===== src/design/fsp_pkg.sv =====
package fsp_pkg;
    localparam int          AXI_AW        = 8;
    localparam int          FL_AW         = 22;
    localparam int          FL_DW         = 16;
    localparam int          GRP_W         = 5;
    localparam int          GRP_LSB       = 17;
    localparam int          NUM_GRP       = 32;
    localparam int          CLK_MHZ       = 100;
    localparam int          GLITCH_NS     = 5;
    localparam int          SETUP_NS      = 20;
    localparam int          STROBE_NS     = 50;
    localparam int          HOLD_NS       = 20;
    localparam int          SETUP_CYC     = (SETUP_NS * CLK_MHZ + 999) / 1000;
    localparam int          STROBE_RAW    = (STROBE_NS * CLK_MHZ + 999) / 1000;
    localparam int          GLITCH_CYC    = (GLITCH_NS * CLK_MHZ + 999) / 1000 + 1;
    localparam int          STROBE_CYC    = (STROBE_RAW > GLITCH_CYC) ? STROBE_RAW : GLITCH_CYC;
    localparam int          HOLD_CYC      = (HOLD_NS * CLK_MHZ + 999) / 1000;
    localparam logic [7:0]  REG_CMD       = 8'h00;
    localparam logic [7:0]  REG_ADDR      = 8'h04;
    localparam logic [7:0]  REG_WDATA     = 8'h08;
    localparam logic [7:0]  REG_RDATA     = 8'h0c;
    localparam logic [7:0]  REG_STATUS    = 8'h10;
    localparam logic [7:0]  REG_CFG       = 8'h14;
    localparam logic [7:0]  REG_SHADOW    = 8'h18;
    localparam logic [2:0]  OP_WRITE      = 3'h0;
    localparam logic [2:0]  OP_READ       = 3'h1;
    localparam logic [2:0]  OP_PROTECT    = 3'h2;
    localparam logic [2:0]  OP_UNPROTECT  = 3'h3;
    localparam logic [2:0]  OP_VERIFY     = 3'h4;
    localparam int          CFG_ELEV      = 0;
    localparam int          CFG_RST       = 1;
    localparam int          CFG_SEC       = 2;
    localparam int          ST_BUSY       = 0;
    localparam int          ST_DONE       = 1;
    localparam int          ST_REFUSED    = 2;
    localparam int          ST_GRP_PROT   = 3;
    localparam logic [21:0] VERIFY_LOW    = 22'h000002;
    localparam logic [14:0] SEC_LIMIT     = 15'h007f;
    localparam logic [1:0]  RESP_OKAY     = 2'h0;
    localparam logic [1:0]  RESP_SLVERR   = 2'h2;
endpackage : fsp_pkg


===== src/design/fsp_cyc_if.sv =====
`timescale 1ns/1ns
`default_nettype none
interface fsp_cyc_if;
    import fsp_pkg::*;
    logic             req;
    logic             wr;
    logic [FL_AW-1:0] addr;
    logic [FL_DW-1:0] wdata;
    logic             done;
    logic [FL_DW-1:0] rdata;
    modport ctl (output req, wr, addr, wdata, input done, rdata);
    modport eng (input req, wr, addr, wdata, output done, rdata);
endinterface : fsp_cyc_if
`default_nettype wire


===== src/design/fsp_host.sv =====
// Rules from the flash document that this block works to
// RL1: The flash blocks program and erase inside any protected sector group.
// RL2: Four sectors form one group, chosen by the top five address bits.
// RL3: A finished unprotect gives program and erase back to protected groups.
// RL4: Protect and unprotect are plain bus writes with elevated reset voltage applied.
// RL5: Host protects every still unprotected group before the first unprotect write.
// RL6: Every group leaves the factory unprotected.
// RL7: Under elevated reset voltage the flash lets protected groups be altered.
// RL8: Removing elevated voltage brings back all earlier group protection.
// RL9: The flash holds a 128 word secure region and a fixed lock indicator bit.
// RL10: Secure words 0 to 7 hold a serial number; the rest vary by variant.
// RL11: After the enter sequence, first sector reads come from the secure region.
// RL12: Secure mapping lasts until exit or power loss; hardware reset ends it.
// RL13: An unlocked secure region takes every programming method.
// RL14: A locked secure region can never be unlocked or changed.
// RL15: Lock the secure region by enter sequence then protect, any reset level.
// RL16: Factory locked parts arrive with the secure region already protected.
// RL17: Host exits the secure region before touching the rest of the array; the host still lets OP_VERIFY read any group while in it.
// RL18: Only full unlock sequences start program or erase.
// RL19: Below the lockout supply level the flash ignores writes and reads array.
// RL20: Strobe pulses under 5 ns never start a write cycle.
// RL21: Writes need chip select and write enable low with output enable high.
// RL22: Writes during power-up are ignored and the flash starts in read mode.
// RL23: A group verify read returns 01h for protected and 00h for unprotected.
// RL24: Elevated reset voltage is modelled as its own digital qualifier.
`timescale 1ns/1ns
`default_nettype none
module fsp_host (
    input  wire logic                      aclk,
    input  wire logic                      aresetn,
    input  wire logic [fsp_pkg::AXI_AW-1:0] s_axi_awaddr,
    input  wire logic                      s_axi_awvalid,
    output var  logic                      s_axi_awready,
    input  wire logic [31:0]               s_axi_wdata,
    input  wire logic [3:0]                s_axi_wstrb,
    input  wire logic                      s_axi_wvalid,
    output var  logic                      s_axi_wready,
    output var  logic [1:0]                s_axi_bresp,
    output var  logic                      s_axi_bvalid,
    input  wire logic                      s_axi_bready,
    input  wire logic [fsp_pkg::AXI_AW-1:0] s_axi_araddr,
    input  wire logic                      s_axi_arvalid,
    output var  logic                      s_axi_arready,
    output var  logic [31:0]               s_axi_rdata,
    output var  logic [1:0]                s_axi_rresp,
    output var  logic                      s_axi_rvalid,
    input  wire logic                      s_axi_rready,
    output var  logic [fsp_pkg::FL_AW-1:0] fl_addr,
    output var  logic [fsp_pkg::FL_DW-1:0] fl_dq_o,
    output var  logic                      fl_dq_oe,
    input  wire logic [fsp_pkg::FL_DW-1:0] fl_dq_i,
    output var  logic                      fl_ce_n,
    output var  logic                      fl_oe_n,
    output var  logic                      fl_we_n,
    output var  logic                      fl_reset_n,
    output var  logic                      elevated_id_voltage
);
    import fsp_pkg::*;

    typedef enum logic [1:0] {
        H_IDLE = 2'b01,
        H_RUN  = 2'b10
    } fsp_hst_t;

    fsp_cyc_if cyc ();

    fsp_cycle u_cycle (
        .aclk       (aclk),
        .aresetn    (aresetn),
        .cyc        (cyc),
        .fl_addr_r  (fl_addr),
        .fl_dq_o_r  (fl_dq_o),
        .fl_dq_oe_r (fl_dq_oe),
        .fl_dq_i    (fl_dq_i),
        .fl_ce_n_r  (fl_ce_n),
        .fl_oe_n_r  (fl_oe_n),
        .fl_we_n_r  (fl_we_n)
    );

    fsp_hst_t               hst_r;
    logic [2:0]             op_r;
    logic [FL_AW-1:0]       addr_r;
    logic [FL_DW-1:0]       wdata_r;
    logic [FL_DW-1:0]       rdata_r;
    logic [2:0]             cfg_r;
    logic [NUM_GRP-1:0]     shadow_r;
    logic                   done_r;
    logic                   refused_r;
    logic                   grp_prot_r;
    logic                   aw_hold_r;
    logic                   w_hold_r;
    logic [AXI_AW-1:0]      waddr_r;
    logic [31:0]            wdat_r;
    logic                   wfull_r;
    logic                   w_full;
    logic                   aw_fire;
    logic                   w_fire;
    logic                   wr_do;
    logic [AXI_AW-1:0]      wa;
    logic [31:0]            wd;
    logic                   cmd_wr;
    logic                   legal;
    logic [GRP_W-1:0]       grp;
    logic                   in_first;

    assign aw_fire  = s_axi_awvalid & s_axi_awready;
    assign w_fire   = s_axi_wvalid & s_axi_wready;
    assign wr_do    = (aw_hold_r | aw_fire) & (w_hold_r | w_fire) & ~s_axi_bvalid;
    assign wa       = aw_fire ? s_axi_awaddr : waddr_r;
    assign wd       = w_fire ? s_axi_wdata : wdat_r;
    assign w_full   = w_fire ? (&s_axi_wstrb) : wfull_r;
    assign cmd_wr   = wr_do && (wa == REG_CMD) && w_full;
    assign grp      = addr_r[GRP_LSB +: GRP_W]; // [RL2]
    assign in_first = (addr_r[FL_AW-1:7] == '0) && (addr_r[6:0] <= SEC_LIMIT[6:0]);

    // Requests that would break the flash's protection protocol are refused before any pin moves.
    always_comb
    begin
        legal = 1'b1;
        unique case (wd[2:0])
            OP_WRITE, OP_READ:
                legal = ~cfg_r[CFG_SEC] | in_first; // [RL17]
            OP_PROTECT:
                legal = cfg_r[CFG_ELEV] | cfg_r[CFG_SEC]; // [RL4] [RL15]
            OP_UNPROTECT:
                legal = cfg_r[CFG_ELEV] & (&shadow_r) & ~cfg_r[CFG_SEC]; // [RL4] [RL5]
            OP_VERIFY:
                legal = 1'b1;
            default:
                legal = 1'b0;
        endcase
    end

    // The host side of the AXI4-Lite write channels.
    always_ff @(posedge aclk)
    begin
        if (!aresetn)
        begin
            aw_hold_r     <= 1'b0;
            w_hold_r      <= 1'b0;
            waddr_r       <= '0;
            wdat_r        <= '0;
            wfull_r       <= 1'b0;
            s_axi_awready <= 1'b0;
            s_axi_wready  <= 1'b0;
            s_axi_bvalid  <= 1'b0;
            s_axi_bresp   <= RESP_OKAY;
        end
        else
        begin
            if (aw_fire)
                waddr_r <= s_axi_awaddr;
            if (w_fire)
                wdat_r <= s_axi_wdata;
            if (w_fire)
                wfull_r <= &s_axi_wstrb;
            aw_hold_r     <= (aw_hold_r | aw_fire) & ~wr_do;
            w_hold_r      <= (w_hold_r | w_fire) & ~wr_do;
            s_axi_awready <= ~((aw_hold_r | aw_fire) & ~wr_do) & ~wr_do & ~(s_axi_bvalid & ~s_axi_bready);
            s_axi_wready  <= ~((w_hold_r | w_fire) & ~wr_do) & ~wr_do & ~(s_axi_bvalid & ~s_axi_bready);
            if (wr_do)
            begin
                s_axi_bvalid <= 1'b1;
                s_axi_bresp  <= (wa > REG_SHADOW || wa == REG_RDATA || wa == REG_STATUS) ? RESP_SLVERR : RESP_OKAY;
            end
            else if (s_axi_bready)
                s_axi_bvalid <= 1'b0;
        end
    end

    // The host side of the AXI4-Lite read channels.
    always_ff @(posedge aclk)
    begin
        if (!aresetn)
        begin
            s_axi_arready <= 1'b0;
            s_axi_rvalid  <= 1'b0;
            s_axi_rdata   <= '0;
            s_axi_rresp   <= RESP_OKAY;
        end
        else
        begin
            s_axi_arready <= ~(s_axi_arvalid & s_axi_arready) & ~(s_axi_rvalid & ~s_axi_rready);
            if (s_axi_arvalid && s_axi_arready)
            begin
                s_axi_rvalid <= 1'b1;
                s_axi_rresp  <= RESP_OKAY;
                unique case (s_axi_araddr)
                    REG_CMD:    s_axi_rdata <= {29'h0, op_r};
                    REG_ADDR:   s_axi_rdata <= {10'h0, addr_r};
                    REG_WDATA:  s_axi_rdata <= {16'h0, wdata_r};
                    REG_RDATA:  s_axi_rdata <= {16'h0, rdata_r};
                    REG_STATUS: s_axi_rdata <= {28'h0, grp_prot_r, refused_r, done_r, hst_r == H_RUN};
                    REG_CFG:    s_axi_rdata <= {29'h0, cfg_r};
                    REG_SHADOW: s_axi_rdata <= shadow_r;
                    default:
                    begin
                        s_axi_rdata <= '0;
                        s_axi_rresp <= RESP_SLVERR;
                    end
                endcase
            end
            else if (s_axi_rready)
                s_axi_rvalid <= 1'b0;
        end
    end

    // Software parameters and the flash reset and elevated voltage pins.
    always_ff @(posedge aclk)
    begin
        if (!aresetn)
        begin
            addr_r              <= '0;
            wdata_r             <= '0;
            cfg_r               <= '0;
            fl_reset_n          <= 1'b0;
            elevated_id_voltage <= 1'b0;
        end
        else
        begin
            if (wr_do && w_full && hst_r == H_IDLE)
            begin
                if (wa == REG_ADDR)
                    addr_r <= wd[FL_AW-1:0];
                if (wa == REG_WDATA)
                    wdata_r <= wd[FL_DW-1:0];
                if (wa == REG_CFG)
                    cfg_r <= wd[2:0];
            end
            if (cfg_r[CFG_RST])
                cfg_r[CFG_SEC] <= 1'b0; // [RL12]
            fl_reset_n          <= ~cfg_r[CFG_RST];
            elevated_id_voltage <= cfg_r[CFG_ELEV]; // [RL24]
        end
    end

    // Command sequencer: one flash bus cycle per accepted order.
    always_ff @(posedge aclk)
    begin
        if (!aresetn)
        begin
            hst_r      <= H_IDLE;
            op_r       <= OP_WRITE;
            cyc.req    <= 1'b0;
            cyc.wr     <= 1'b0;
            cyc.addr   <= '0;
            cyc.wdata  <= '0;
            rdata_r    <= '0;
            done_r     <= 1'b0;
            refused_r  <= 1'b0;
            grp_prot_r <= 1'b0;
            shadow_r   <= '0;
        end
        else
        begin
            cyc.req <= 1'b0;
            unique case (hst_r)
                H_IDLE:
                    if (cmd_wr)
                    begin
                        op_r      <= wd[2:0];
                        done_r    <= 1'b0;
                        refused_r <= ~legal;
                        if (legal)
                        begin
                            hst_r     <= H_RUN;
                            cyc.req   <= 1'b1;
                            cyc.wr    <= (wd[2:0] != OP_READ) && (wd[2:0] != OP_VERIFY);
                            cyc.wdata <= wdata_r;
                            cyc.addr  <= (wd[2:0] == OP_VERIFY) ? ({grp, 17'h0} | VERIFY_LOW) : addr_r; // [RL23]
                        end
                    end
                H_RUN:
                    if (cyc.done)
                    begin
                        hst_r   <= H_IDLE;
                        done_r  <= 1'b1;
                        rdata_r <= cyc.rdata;
                        if (op_r == OP_VERIFY)
                            grp_prot_r <= cyc.rdata[0]; // [RL23]
                        if (op_r == OP_PROTECT && !cfg_r[CFG_SEC])
                            shadow_r[grp] <= 1'b1; // [RL4]
                        if (op_r == OP_UNPROTECT)
                            shadow_r <= '0; // [RL5]
                    end
            endcase
        end
    end
endmodule : fsp_host
`default_nettype wire


===== src/design/fsp_cycle.sv =====
`timescale 1ns/1ns
`default_nettype none
module fsp_cycle (
    input  wire logic                      aclk,
    input  wire logic                      aresetn,
    fsp_cyc_if.eng                         cyc,
    output var  logic [fsp_pkg::FL_AW-1:0] fl_addr_r,
    output var  logic [fsp_pkg::FL_DW-1:0] fl_dq_o_r,
    output var  logic                      fl_dq_oe_r,
    input  wire logic [fsp_pkg::FL_DW-1:0] fl_dq_i,
    output var  logic                      fl_ce_n_r,
    output var  logic                      fl_oe_n_r,
    output var  logic                      fl_we_n_r
);
    import fsp_pkg::*;

    typedef enum logic [3:0] {
        S_IDLE   = 4'b0001,
        S_SETUP  = 4'b0010,
        S_STROBE = 4'b0100,
        S_HOLD   = 4'b1000
    } fsp_cst_t;

    fsp_cst_t   state_r;
    fsp_cst_t   state_nxt;
    logic [7:0] cnt_r;
    logic [7:0] cnt_nxt;
    logic       wr_r;

    always_comb
    begin
        state_nxt = state_r;
        cnt_nxt   = (cnt_r == 8'h00) ? 8'h00 : cnt_r - 8'h01;
        unique case (state_r)
            S_IDLE:
                if (cyc.req)
                begin
                    state_nxt = S_SETUP;
                    cnt_nxt   = 8'(SETUP_CYC - 1);
                end
            S_SETUP:
                if (cnt_r == 8'h00)
                begin
                    state_nxt = S_STROBE;
                    cnt_nxt   = 8'(STROBE_CYC - 1);
                end
            S_STROBE:
                if (cnt_r == 8'h00)
                begin
                    state_nxt = S_HOLD;
                    cnt_nxt   = 8'(HOLD_CYC - 1);
                end
            S_HOLD:
                if (cnt_r == 8'h00)
                    state_nxt = S_IDLE;
        endcase
    end

    always_ff @(posedge aclk)
    begin
        if (!aresetn)
        begin
            state_r <= S_IDLE;
            cnt_r   <= 8'h00;
        end
        else
        begin
            state_r <= state_nxt;
            cnt_r   <= cnt_nxt;
        end
    end

    // Address and data are captured when the cycle is accepted and held to its end.
    always_ff @(posedge aclk)
    begin
        if (!aresetn)
        begin
            wr_r      <= 1'b0;
            fl_addr_r <= '0;
            fl_dq_o_r <= '0;
        end
        else if (state_r == S_IDLE && cyc.req)
        begin
            wr_r      <= cyc.wr;
            fl_addr_r <= cyc.addr;
            fl_dq_o_r <= cyc.wdata;
        end
    end

    // Write enable falls only under chip select with output enable high, for longer than a glitch. [RL21]
    always_ff @(posedge aclk)
    begin
        if (!aresetn)
        begin
            fl_ce_n_r  <= 1'b1;
            fl_oe_n_r  <= 1'b1;
            fl_we_n_r  <= 1'b1;
            fl_dq_oe_r <= 1'b0;
        end
        else
        begin
            fl_ce_n_r  <= (state_nxt == S_IDLE);
            fl_oe_n_r  <= wr_nxt() | (state_nxt == S_IDLE) | (state_nxt == S_HOLD);
            fl_we_n_r  <= ~(wr_nxt() & (state_nxt == S_STROBE));
            fl_dq_oe_r <= wr_nxt() & (state_nxt != S_IDLE);
        end
    end

    function automatic logic wr_nxt();
        wr_nxt = (state_r == S_IDLE) ? cyc.wr : wr_r;
    endfunction

    always_ff @(posedge aclk)
    begin
        if (!aresetn)
        begin
            cyc.done  <= 1'b0;
            cyc.rdata <= '0;
        end
        else
        begin
            cyc.done <= (state_r == S_HOLD) && (cnt_r == 8'h00);
            if (state_r == S_STROBE && cnt_r == 8'h00 && !wr_r)
                cyc.rdata <= fl_dq_i;
        end
    end
endmodule : fsp_cycle
`default_nettype wire


===== config.mk =====
export PLATFORM = sky130hd
export DESIGN_NAME = fsp_host
export DESIGN_NICKNAME = d
export VERILOG_FILES = /design/src/design/fsp_pkg.sv /design/src/design/fsp_cyc_if.sv /design/src/design/fsp_host.sv /design/src/design/fsp_cycle.sv
export SDC_FILE = /design/constraint.sdc
export NUM_CORES = 1
export LEC_CHECK = 0
export ABC_AREA = 1
export BUFFER_PORTS_ARGS = -buffer_cell sky130_fd_sc_hd__buf_2
export CAP_MARGIN = 20
export CELL_PAD_IN_SITES_DETAIL_PLACEMENT = 0
export CELL_PAD_IN_SITES_GLOBAL_PLACEMENT = 1
export CORE_MARGIN = 4
export CORE_UTILIZATION = 39
export DETAILED_ROUTE_END_ITERATION = 12
export PLACE_DENSITY_LB_ADDON = 0.12
export SLEW_MARGIN = 20
export SYNTH_ARGS = -nofsm -noshare
export SYNTH_HDL_FRONTEND = slang
export SYNTH_SLANG_ARGS = --single-unit

===== constraint.sdc =====
create_clock -name aclk -period 3.8 [get_ports aclk]
set_clock_uncertainty 0.05 [all_clocks]
set_input_delay 0.19 -clock aclk [delete_from_list [all_inputs] [get_ports aclk]]
set_output_delay 0.19 -clock aclk [all_outputs]
set_load 0.01 [all_outputs]

; ---- Word-level counts from Yosys, hierarchy flattened
; Cells that the tools add are included.
[word_totals]
ff_bits = 285
out_inout_bits = 85
elab_cells = 194
[classes]
addsub = 1
magnitude_cmp = 4
n_eq_ne = 33
n_mux = 35
n_bitwise = 39
reduce_logical = 41
[op_table]
columns = op, n
row1 = 32-bit case mux with 7 select lines, 1
row2 = 32-bit 2-to-1 mux, 2
row3 = 8-bit by 5-bit == test with 1-bit output (second input constant), 5
row4 = 8-bit 2-to-1 mux, 5
row5 = 8-bit by 4-bit == test with 1-bit output (second input constant), 4
row6 = 32-bit OR, 1
row7 = 32-bit AND reduction, 1
row8 = 8-bit logical NOT, 3
row9 = 8-bit case mux with 3 select lines, 1
row10 = 22-bit 2-to-1 mux, 1
row11 = 1-bit AND, 18
row12 = 17-bit 2-to-1 mux, 1
row13 = 8-bit by 3-bit == test with 1-bit output (second input constant), 2
row14 = 4-bit 2-to-1 mux, 4
row15 = 4-bit case mux with 4 select lines, 1
row16 = 15-bit logical NOT, 1
row17 = 3-bit AND reduction, 5
row18 = 1-bit inverter, 14
row19 = 1-bit logical AND, 13
row20 = 3-bit by 2-bit == test with 1-bit output (second input constant), 4
row21 = 2-bit AND reduction, 6
row22 = 1-bit 2-to-1 mux, 10
row23 = 2-bit 2-to-1 mux, 5
row24 = 4-bit by 1-bit == test with 1-bit output (second input constant), 2
row25 = 29 further kinds, 43

; ---- Depth between registers and ports, before layout
; Gate-level depths: netlist of the first run.
[logic_depth]
word_depth = 9
depth_mapped = 14
depth_no_buf = 12

; ---- By module
; From an unflattened synthesis of the first run, not the netlist that was laid out.
[hier_totals]
hier_cells = 1609
hier_area_um2 = 11906.4
[by_module_without_submodules]
columns = mod, instances, cells_each, area_per_inst_um2, seq_area_each_um2
row1 = fsp_host, 1, 1261, 9036.2, 4224.1
row2 = fsp_cycle, 1, 348, 2870.3, 1441.4

; ---- Worst setup path before layout of the first run
; Ideal clock, no wire load.
[synth_path]
kind = reg-to-reg
start = reg s_axi_awready
end = reg cyc.addr[19]
arrival_time_ps = 1637
required_time_ps = 3636
path_slack_ps = 1999
stages_incl_launch_ff = 12
n_path_buf = 2
synth_period_minus_slack_ps = 1801
path_cell_list = dfxtp_1 -> nand2_4 -> buf_8 -> o21ai_2 -> nand2_2 -> nor2_2 -> nand3_1 -> nor2_1 -> nand2_2 -> buf_6 -> nand3_1 -> nand2_1
[synth_between]
elab_chain_cells = 7
[synth_rtl]
columns = element, line
row1 = "start, declared", fsp_host.sv:33  ; output var logic s_axi_awready,
row2 = "start signal, assigned", fsp_host.sv:159  ; s_axi_awready <= ~((aw_hold_r | aw_fire) & ~wr_do) & ~wr_do & ~(s_axi_bvalid & ~s_axi_bready);
row3 = 1-bit AND *, fsp_host.sv:106  ; assign aw_fire = s_axi_awvalid & s_axi_awready;
row4 = 1-bit OR, fsp_host.sv:108  ; assign wr_do = (aw_hold_r | aw_fire) & (w_hold_r | w_fire) & ~s_axi_bvalid;
row5 = 1-bit AND (2 in a row), fsp_host.sv:108
row6 = 1-bit logical AND * (2 in a row), fsp_host.sv:112  ; assign cmd_wr = wr_do && (wa == REG_CMD) && w_full;
row7 = 3-bit AND reduction (no line) *, --
row8 = "end signal, assigned", fsp_host.sv:270  ; cyc.addr <= (wd[2:0] == OP_VERIFY) ? ({grp, 17'h0} | VERIFY_LOW) : addr_r;
row9 = "end, declared", fsp_cyc_if.sv:7  ; logic [FL_AW-1:0] addr;
; Mark *: on every way between the ends. The rest lies on a longest branch, timed or not.
; A chain may end at the register's enable or synchronous reset.

; ---- Worst setup path after layout of the first run
[layout_path]
start = in s_axi_wstrb[3]
end = reg addr_r[9]
[layout_between]
elab_chain_cells = 5
[layout_rtl]
columns = element, line
row1 = "start, declared", fsp_host.sv:35  ; input wire logic [3:0] s_axi_wstrb,
row2 = 4-bit AND reduction, fsp_host.sv:111  ; assign w_full = w_fire ? (&s_axi_wstrb) : wfull_r;
row3 = 1-bit 2-to-1 mux, --
row4 = 1-bit logical AND (2 in a row), fsp_host.sv:221  ; if (wr_do && w_full && hst_r == H_IDLE)
row5 = 2-bit AND reduction (no line), --
row6 = "end signal, assigned", fsp_host.sv:224  ; addr_r <= wd[FL_AW-1:0];
row7 = "end, declared", fsp_host.sv:82  ; logic [FL_AW-1:0] addr_r;
; Every way passes these cells.

==> results by group, run 1 <==
Worst setup path
  • Internal reg-to-reg setup slack: 990 ps
  • Crit path max-delay family: buffers and inverters
  • Crit end category: flip-flop
  • Worst R2R Start: s_axi_wready
  • CP Capture Point: addr_r[9]
  • Critical-path top delay cell: dlygate4sd3_1
  • CP max stage delay: 550 ps
  • Crit Path Max Fanout: 29
  • Reg-to-reg endpoint: cyc.wdata[13]
  • Startpoint Class: input pin
  • CP Buf/Inv Count: 6
  • Crit path DAT: 3490 ps
  • Crit-path cells: dlygate4sd3_1 > buf_2 > nand2_1 > dlygate4sd3_1 > nor2_1 > dlygate4sd3_1 > nand2_1 > a21oi_2 > nand2_1 > inv_1 > nand2_2 > inv_2 > nand2_1 > a21oi_1
  • Req. time, crit path: 4230 ps
  • WP depth: 14
  • Crit Path Class: input pin to flip-flop
  • R2R cell count: 13
  • CP most frequent cell: nand2_1
  • Critical path origin: s_axi_wstrb[3]

Clocking
  • Worst-Skew Late Latency: 560 ps
  • Cts bufs inserted: 31
  • Post-cts sizing count: 0
  • Clock tree from TritonCTS: yes
  • CTS Root Cell: clkbuf_16
  • H-tree depth: 1
  • Clk sinks: 283
  • CTS Buffer Depth: 3
  • Clk pin slew, worst setup/hold paths: 60 ps

Logic synthesis
  • Post-synth cell types: 45
  • Asr flop ratio synth: 0
  • Commonest cells post-synth: nand2_1 (285), dfxtp_1 (283), nor2_1 (239), inv_1 (138), a21oi_1 (131)
  • Synth area leader: dfxtp_1
  • Mapped Area: 0.0116 sq mm
  • Area share of the leading cell type in the synthesized netlist: 0.490
  • Post-synth top flop: dfxtp_1
  • Post-synthesis sequential element count: 283
  • Register area share after synthesis: 0.490
  • Post-Syn Instances: 1574
  • Mean Syn Cell Area: 7.34 sq um
  • Most frequent cell after synthesis: nand2_1
  • Number of flops mapped to enable cells by yosys: 0
  • Top cells by area, synth: dfxtp_1 (49%), nand2_1 (9.3%), nor2_1 (7.8%)
  • Yosys Warn Count: 0

Place
  • Worst slack at placement: 1020 ps
  • Final GP Congestion: a little under 0.9
  • Placed Cells: 2034
  • IO buf count: 147
  • HPWL after detailed placement: approximately 22000 um
  • Placed instance area: ~0.013 sq mm

Die
  • IO Pins: 160
  • Num rows: 62
  • Core Region: 0.0289 sq mm
  • Initial Utilization: 0.399
  • Height of the die: 180 um
  • Die area: 0.0324 sq mm
  • Die Width: roughly 180 um

Timing
  • Fin crit share: 0.806
  • Finish-stage setup viols: 0
  • Max_slew headroom: 0.417
  • Final worst slack: 736 ps
  • Pins Over Slew Limit: 0
  • Max Clk Rate: around 0.33 GHz
  • Final min period: 3060 ps
  • RSZ-0062 raised after global routing: no
  • Setup TNS Final: 0 ps
  • Worst-Margin Slew: slightly below 900 ps
  • Final-report hold violation count: 0

Cells and area
  • Nets@finish: ~1800
  • Non-Filler Instances: 2136
  • Area growth syn-to-layout: 21.1%
  • Share of cells above drive strength 1: 0.148
  • FILL cells: 2987
  • Design area: about 0.014 sq mm
  • Diode count: 0
  • Fin util: 0.483

Worst hold path
  • Worst Hold Class: input pin to flip-flop

Outcome
  • Status: finished, final reports clean

GRT
  • Largest net degree at the start of global routing: 175
  • First-pass GRT wire length: 53600 um
  • Total GRT Usage: 0.197
  • Remaining Overflow, GRT: 0
  • Vias in the first global route: 9784
  • Initial antenna violation count: 0

Power and ir drop
  • Pwr dens: 479 mW/mm^2
  • Flop pwr share: 0.463
  • Max IR drop VDD: about 0.31 mV
  • Power share of the combinational group: 0.102
  • P_leak: 6.25 nW
  • Sw Ratio: 0.248
  • Internal power: 5.04 mW
  • Power share of the clock group: 0.435
  • P_sw: 1.66 mW

Route
  • Post-DR vias/cell: 4.87
  • Initial DRC count: 611
  • DRC Markers: 0
  • Total iterations of the first detailed-routing run: 5
  • Vias: 10410
  • Routed WL: 32800 um
  • Routed Antenna Nets: 0
  • WL/cell: 15.4 um

Flow run
  • Max-Cap Viols: 0
## kinds of logic after synthesis
family	Yosys count	synth area share
and+or+nand+nor	737	0.273
AOI/OAI and AO/OA	298	0.138
DFF	283	0.490
buffers and inverters	243	0.0879
muxes	6	0.00520
xor gates and xnor gates	4	0.00303
adders and majority gates	2	0.00217
other	1	0.000325
## layout by cell type, fill, tap and decap left out, types with 7 or more instances in the layout
master	Yosys	final
a21oi_1	131	131
buf_2	10	146
buf_4	9	19
clkbuf_16	0	31
clkbuf_8	0	9
dfxtp_1	283	283
dlygate4sd3_1	0	49
inv_1	138	138
inv_2	8	7
nand2_1	285	285
nand3_1	117	117
nand4_1	48	48
nor2_1	239	238
nor3_1	12	11
o21ai_0	124	124
o22ai_1	17	17
or2_2	14	14
## repair_timing
| action | 4_1_cts | 5_1_grt |
|---|---|---|
| setup buffers | 0 | 0 |
| hold buffers | 49 | 0 |
| endpoints found under the hold margin | 49 | 0 |
## cell type report
| class | count | area [sq um] | area share |
|---|---|---|---|
| clock buffers | 45 | 918 | 0.0656 |
| clock inverters | 8 | 71.3 | 0.00510 |
| inverters | 152 | 572 | 0.0409 |
| repair buffers | 215 | 1380 | 0.0989 |
| flip-flops and latches | 283 | 5670 | 0.405 |
| well taps | 384 | 480 | 0.0343 |
| multi-input cells | 1049 | 4900 | 0.350 |
## power by group through the flow
| stage | Sequential [mW] | Clock [mW] | Combinational [mW] |
|---|---|---|---|
| after floorplan | 3.17 | 0 | 0.463 |
| after global placement | 3.17 | 0 | 0.644 |
| after detailed placement | 3.17 | 0 | 0.650 |
| after CTS | 3.10 | 2.99 | 0.690 |
| after global routing | 3.11 | 3.12 | 0.780 |
| final | 3.10 | 2.91 | 0.683 |
## routing by layer
| layer | vias up | share of wire | GRT usage |
|---|---|---|---|
| li1 | 5436 | - | - |
| met1 | 4707 | 0.49 | 0.287 |
| met2 | 215 | 0.44 | 0.314 |
| met3 | 52 | 0.045 | 0.0238 |
| met4 | 0 | 0.023 | 0.0493 |
| met5 | - | 0 | 0 |
## per-stage QoR
| step | power, mW | hold WS (ps) |
|---|---|---|
| final | 6.70 | 7.83 |
| after global routing | 7.01 | 6.11 |
| after CTS | 6.79 | 2.30 |
| after detailed placement | 3.82 | 398 |
| after global placement | 3.81 | 392 |
| after floorplan | 3.64 | 285 |
## how the worst min path moves through the flow
stage                    startpoint             end  slack, ps  cells past startpoint
finish              s_axi_araddr[3]  s_axi_rresp[1]          8                      3
global route        s_axi_araddr[3]  s_axi_rresp[1]          6                      3
CTS                 s_axi_araddr[2]  s_axi_rresp[1]          2                      3
detailed placement       rdata_r[0]      rdata_r[0]        400                      2
global placement           hst_r[0]        hst_r[1]        390                      1
floorplan           s_axi_awaddr[5]      waddr_r[5]        280                      2
## worst reg2reg max path, cell delays in order (launching register included)
cell	delay (ps)
dfxtp_1	340
nand2_2	420
inv_2	240
nand2_1	110
nand2_1	180
nor2_1	190
nor2_1	60
nor2_1	100
nand3_1	140
inv_2	300
nand2_2	70
buf_4	270
nand3_1	180
nand2_1	50
## registers in the layout (all words and copies together), names as in the netlist, 8 cells and up
name,flops
wdata_r,16
shadow_r,32
s_axi_rdata,32
cyc.addr,22
rdata_r,16
u_cycle.cnt_r,8
cyc.wdata,16
addr_r,22
waddr_r,8
u_cycle.fl_addr_r,22
u_cycle.fl_dq_o_r,16
wdat_r,22
u_cycle.cyc.rdata,16
No activity file was read; power rests on OpenSTA's default activity.
==> run 2: changes to the inputs <==
Settings changed: CORE_UTILIZATION 39 to 37.
Clock period 3.8 ns to 2.55 ns, I/O delays scaled along.
==> results by group, run 2 (synthesis gave the netlist of run 1 again) <==
Power and ir drop
  • Power share of the combinational group: 0.100
  • Pwr dens: 731 mW/mm^2
  • P_sw: 2.54 mW
  • Power share of the clock group: 0.459
  • Sw Ratio: 0.242
  • P_leak: 6.45 nW
  • Flop pwr share: 0.441
  • Internal power: between 7 and 8 mW
  • Max IR drop VDD: between 0.5 and 0.6 mV

Die
  • Height of the die: approximately 180 um
  • Num rows: 64
  • IO Pins: 160
  • Core Region: 0.0307 sq mm
  • Initial Utilization: 0.377
  • Die Width: 185 um
  • Die area: 0.0341 sq mm

Timing
  • Max_slew headroom: 0.465
  • Pins Over Slew Limit: 0
  • RSZ-0062 raised after global routing: no
  • Worst-Margin Slew: 802 ps
  • Hold slack final: 33.6 ps
  • Final-report hold violation count: 0
  • Max Clk Rate: 0.429 GHz
  • Final min period: 2330 ps
  • Setup TNS Final: 0 ps
  • Finish-stage setup viols: 0
  • Fin crit share: 0.914

GRT
  • Total GRT Usage: 0.196
  • Remaining Overflow, GRT: 0
  • Vias in the first global route: about 10000
  • Initial antenna violation count: 0
  • First-pass GRT wire length: 54600 um
  • Largest net degree at the start of global routing: 87

Clocking
  • H-tree depth: 1
  • Cts bufs inserted: 31
  • CTS Buffer Depth: 3
  • Clock tree from TritonCTS: yes
  • Clk pin slew, worst setup/hold paths: 60 ps
  • CTS Root Cell: clkbuf_16
  • Worst-Skew Late Latency: roughly 550 ps
  • Clk sinks: ~280

Route
  • Total iterations of the first detailed-routing run: 6
  • Routed Antenna Nets: 0
  • WL/cell: 15.6 um
  • Initial DRC count: 750
  • Vias: 10591
  • Routed WL: 33900 um
  • Post-DR vias/cell: 4.87
  • DRC Markers: 0

Worst setup path
  • Crit end category: flip-flop
  • Req. time, crit path: between 2000 and 3000 ps
  • Crit path DAT: 2720 ps
  • Crit Path Class: flip-flop to flip-flop
  • Startpoint Class: flip-flop
  • Worst R2R Start: s_axi_awready
  • Critical-path top delay cell: dlygate4sd3_1
  • Crit Path Max Fanout: 39
  • CP max stage delay: 570 ps
  • Critical path origin: s_axi_awready
  • CP most frequent cell: nand3_1
  • Crit-path cells: nand3_1 > dlygate4sd3_1 > nand2_1 > nand2_2 > nor2_4 > nand3_1 > nor2_1 > nand2_2 > buf_12 > nand3_1 > nand2_1

Cells and area
  • Share of cells above drive strength 1: 0.160
  • Register area: 0.00567 sq mm
  • Biggest regs: s_axi_rdata: 32 flops, shadow_r: 32 flops
  • Non-Filler Instances: 2176
  • Most common library cell in the layout ignoring fill and taps: nand2_1
  • Commonest non-fill, non-tap cells in the layout: nand2_1 (285), dfxtp_1 (283), nor2_1 (238), buf_2 (146), inv_1 (138)
  • Area of the multi-input gates: 0.00491 sq mm
  • Design area: ~0.014 sq mm
  • Diode count: 0
  • Area growth syn-to-layout: 24.2%
  • Nets@finish: 1834
  • FILL cells: 3183

Place
  • Placed Cells: 2065
  • IO buf count: approximately 150
  • Placed instance area: 0.0127 sq mm
  • Final GP Congestion: 0.831
  • HPWL after detailed placement: around 23000 um

Outcome
  • Status: finished, final reports clean

Worst hold path
  • Worst Hold Class: input pin to flip-flop
  • Launch point of the worst hold path: s_axi_awvalid

Flow run
  • Max-Cap Viols: 0
-- run 2: changes by cell type in the layout (fill, tap and decap cells not counted), sizes merged --
cell | previous run | this run
buf | 166 | 186
clkinvlp | 1 | 0
dlygate4sd3 | 49 | 53
clkbuf | 45 | 42
bufinv | 1 | 6
clkinv | 13 | 16
-- run 2: what timing repair did --
item                                   CTS  global route
setup buffers                            0             1
endpoints found under the hold margin   66             0
hold buffers                            53             0
resized for setup                        0             4
setup endpoints to repair                0            19
-- run 2: critical path: cells and delay by family (launching register included) --
family / cells / cell delay (ps)
AND/OR/NAND/NOR: 9 / 990
flip-flops: 1 / 390
buffers and inverters: 2 / 750
-- run 2: per-layer routing --
layer / GRT usage / wire, um
met4: 0.0429 / 771
met1: 0.280 / 16400
met2: 0.319 / 15200
met3: 0.0249 / 1500
met5: 0 / 0
-- run 2: area by class of cell --
cell class,count,share of cell area
Sequential cell,283,0.395
Tap cell,396,0.0345
Timing Repair Buffer,240,0.112
Clock inverter,15,0.0157
Clock buffer,41,0.0608
Inverter,152,0.0400
Multi-Input combinational cell,1049,0.342
-- run 2: worst paths after layout --
path             endpoint  slack (ps)  cells past startpoint
max          cyc.wdata[1]         220                     11
min            waddr_r[5]          30                      4
max reg2reg  cyc.wdata[1]         220                     11
min reg2reg    rdata_r[0]         400                      2
-- run 2: through the flow --
stage / total power [mW] / worst slack [ps] / utilization
after global routing: 11.0 / 15.7 / 0.468
after global placement: 5.70 / 423 / 0.413
after CTS: 10.6 / 182 / 0.467
after detailed placement: 5.71 / 385 / 0.413
final: 10.5 / 218 / 0.468
after floorplan: 5.42 / 749 / -
-- run 2: power by group through the flow --
stage | logic, mW | clock network (mW) | registers (mW)
6_report | 1.04 | 4.82 | 4.63
5_1_grt | 1.20 | 5.14 | 4.64
4_1_cts | 1.05 | 4.94 | 4.63
3_5_place_dp | 0.989 | 0 | 4.72
3_3_place_gp | 0.985 | 0 | 4.72
2_1_floorplan | 0.689 | 0 | 4.73
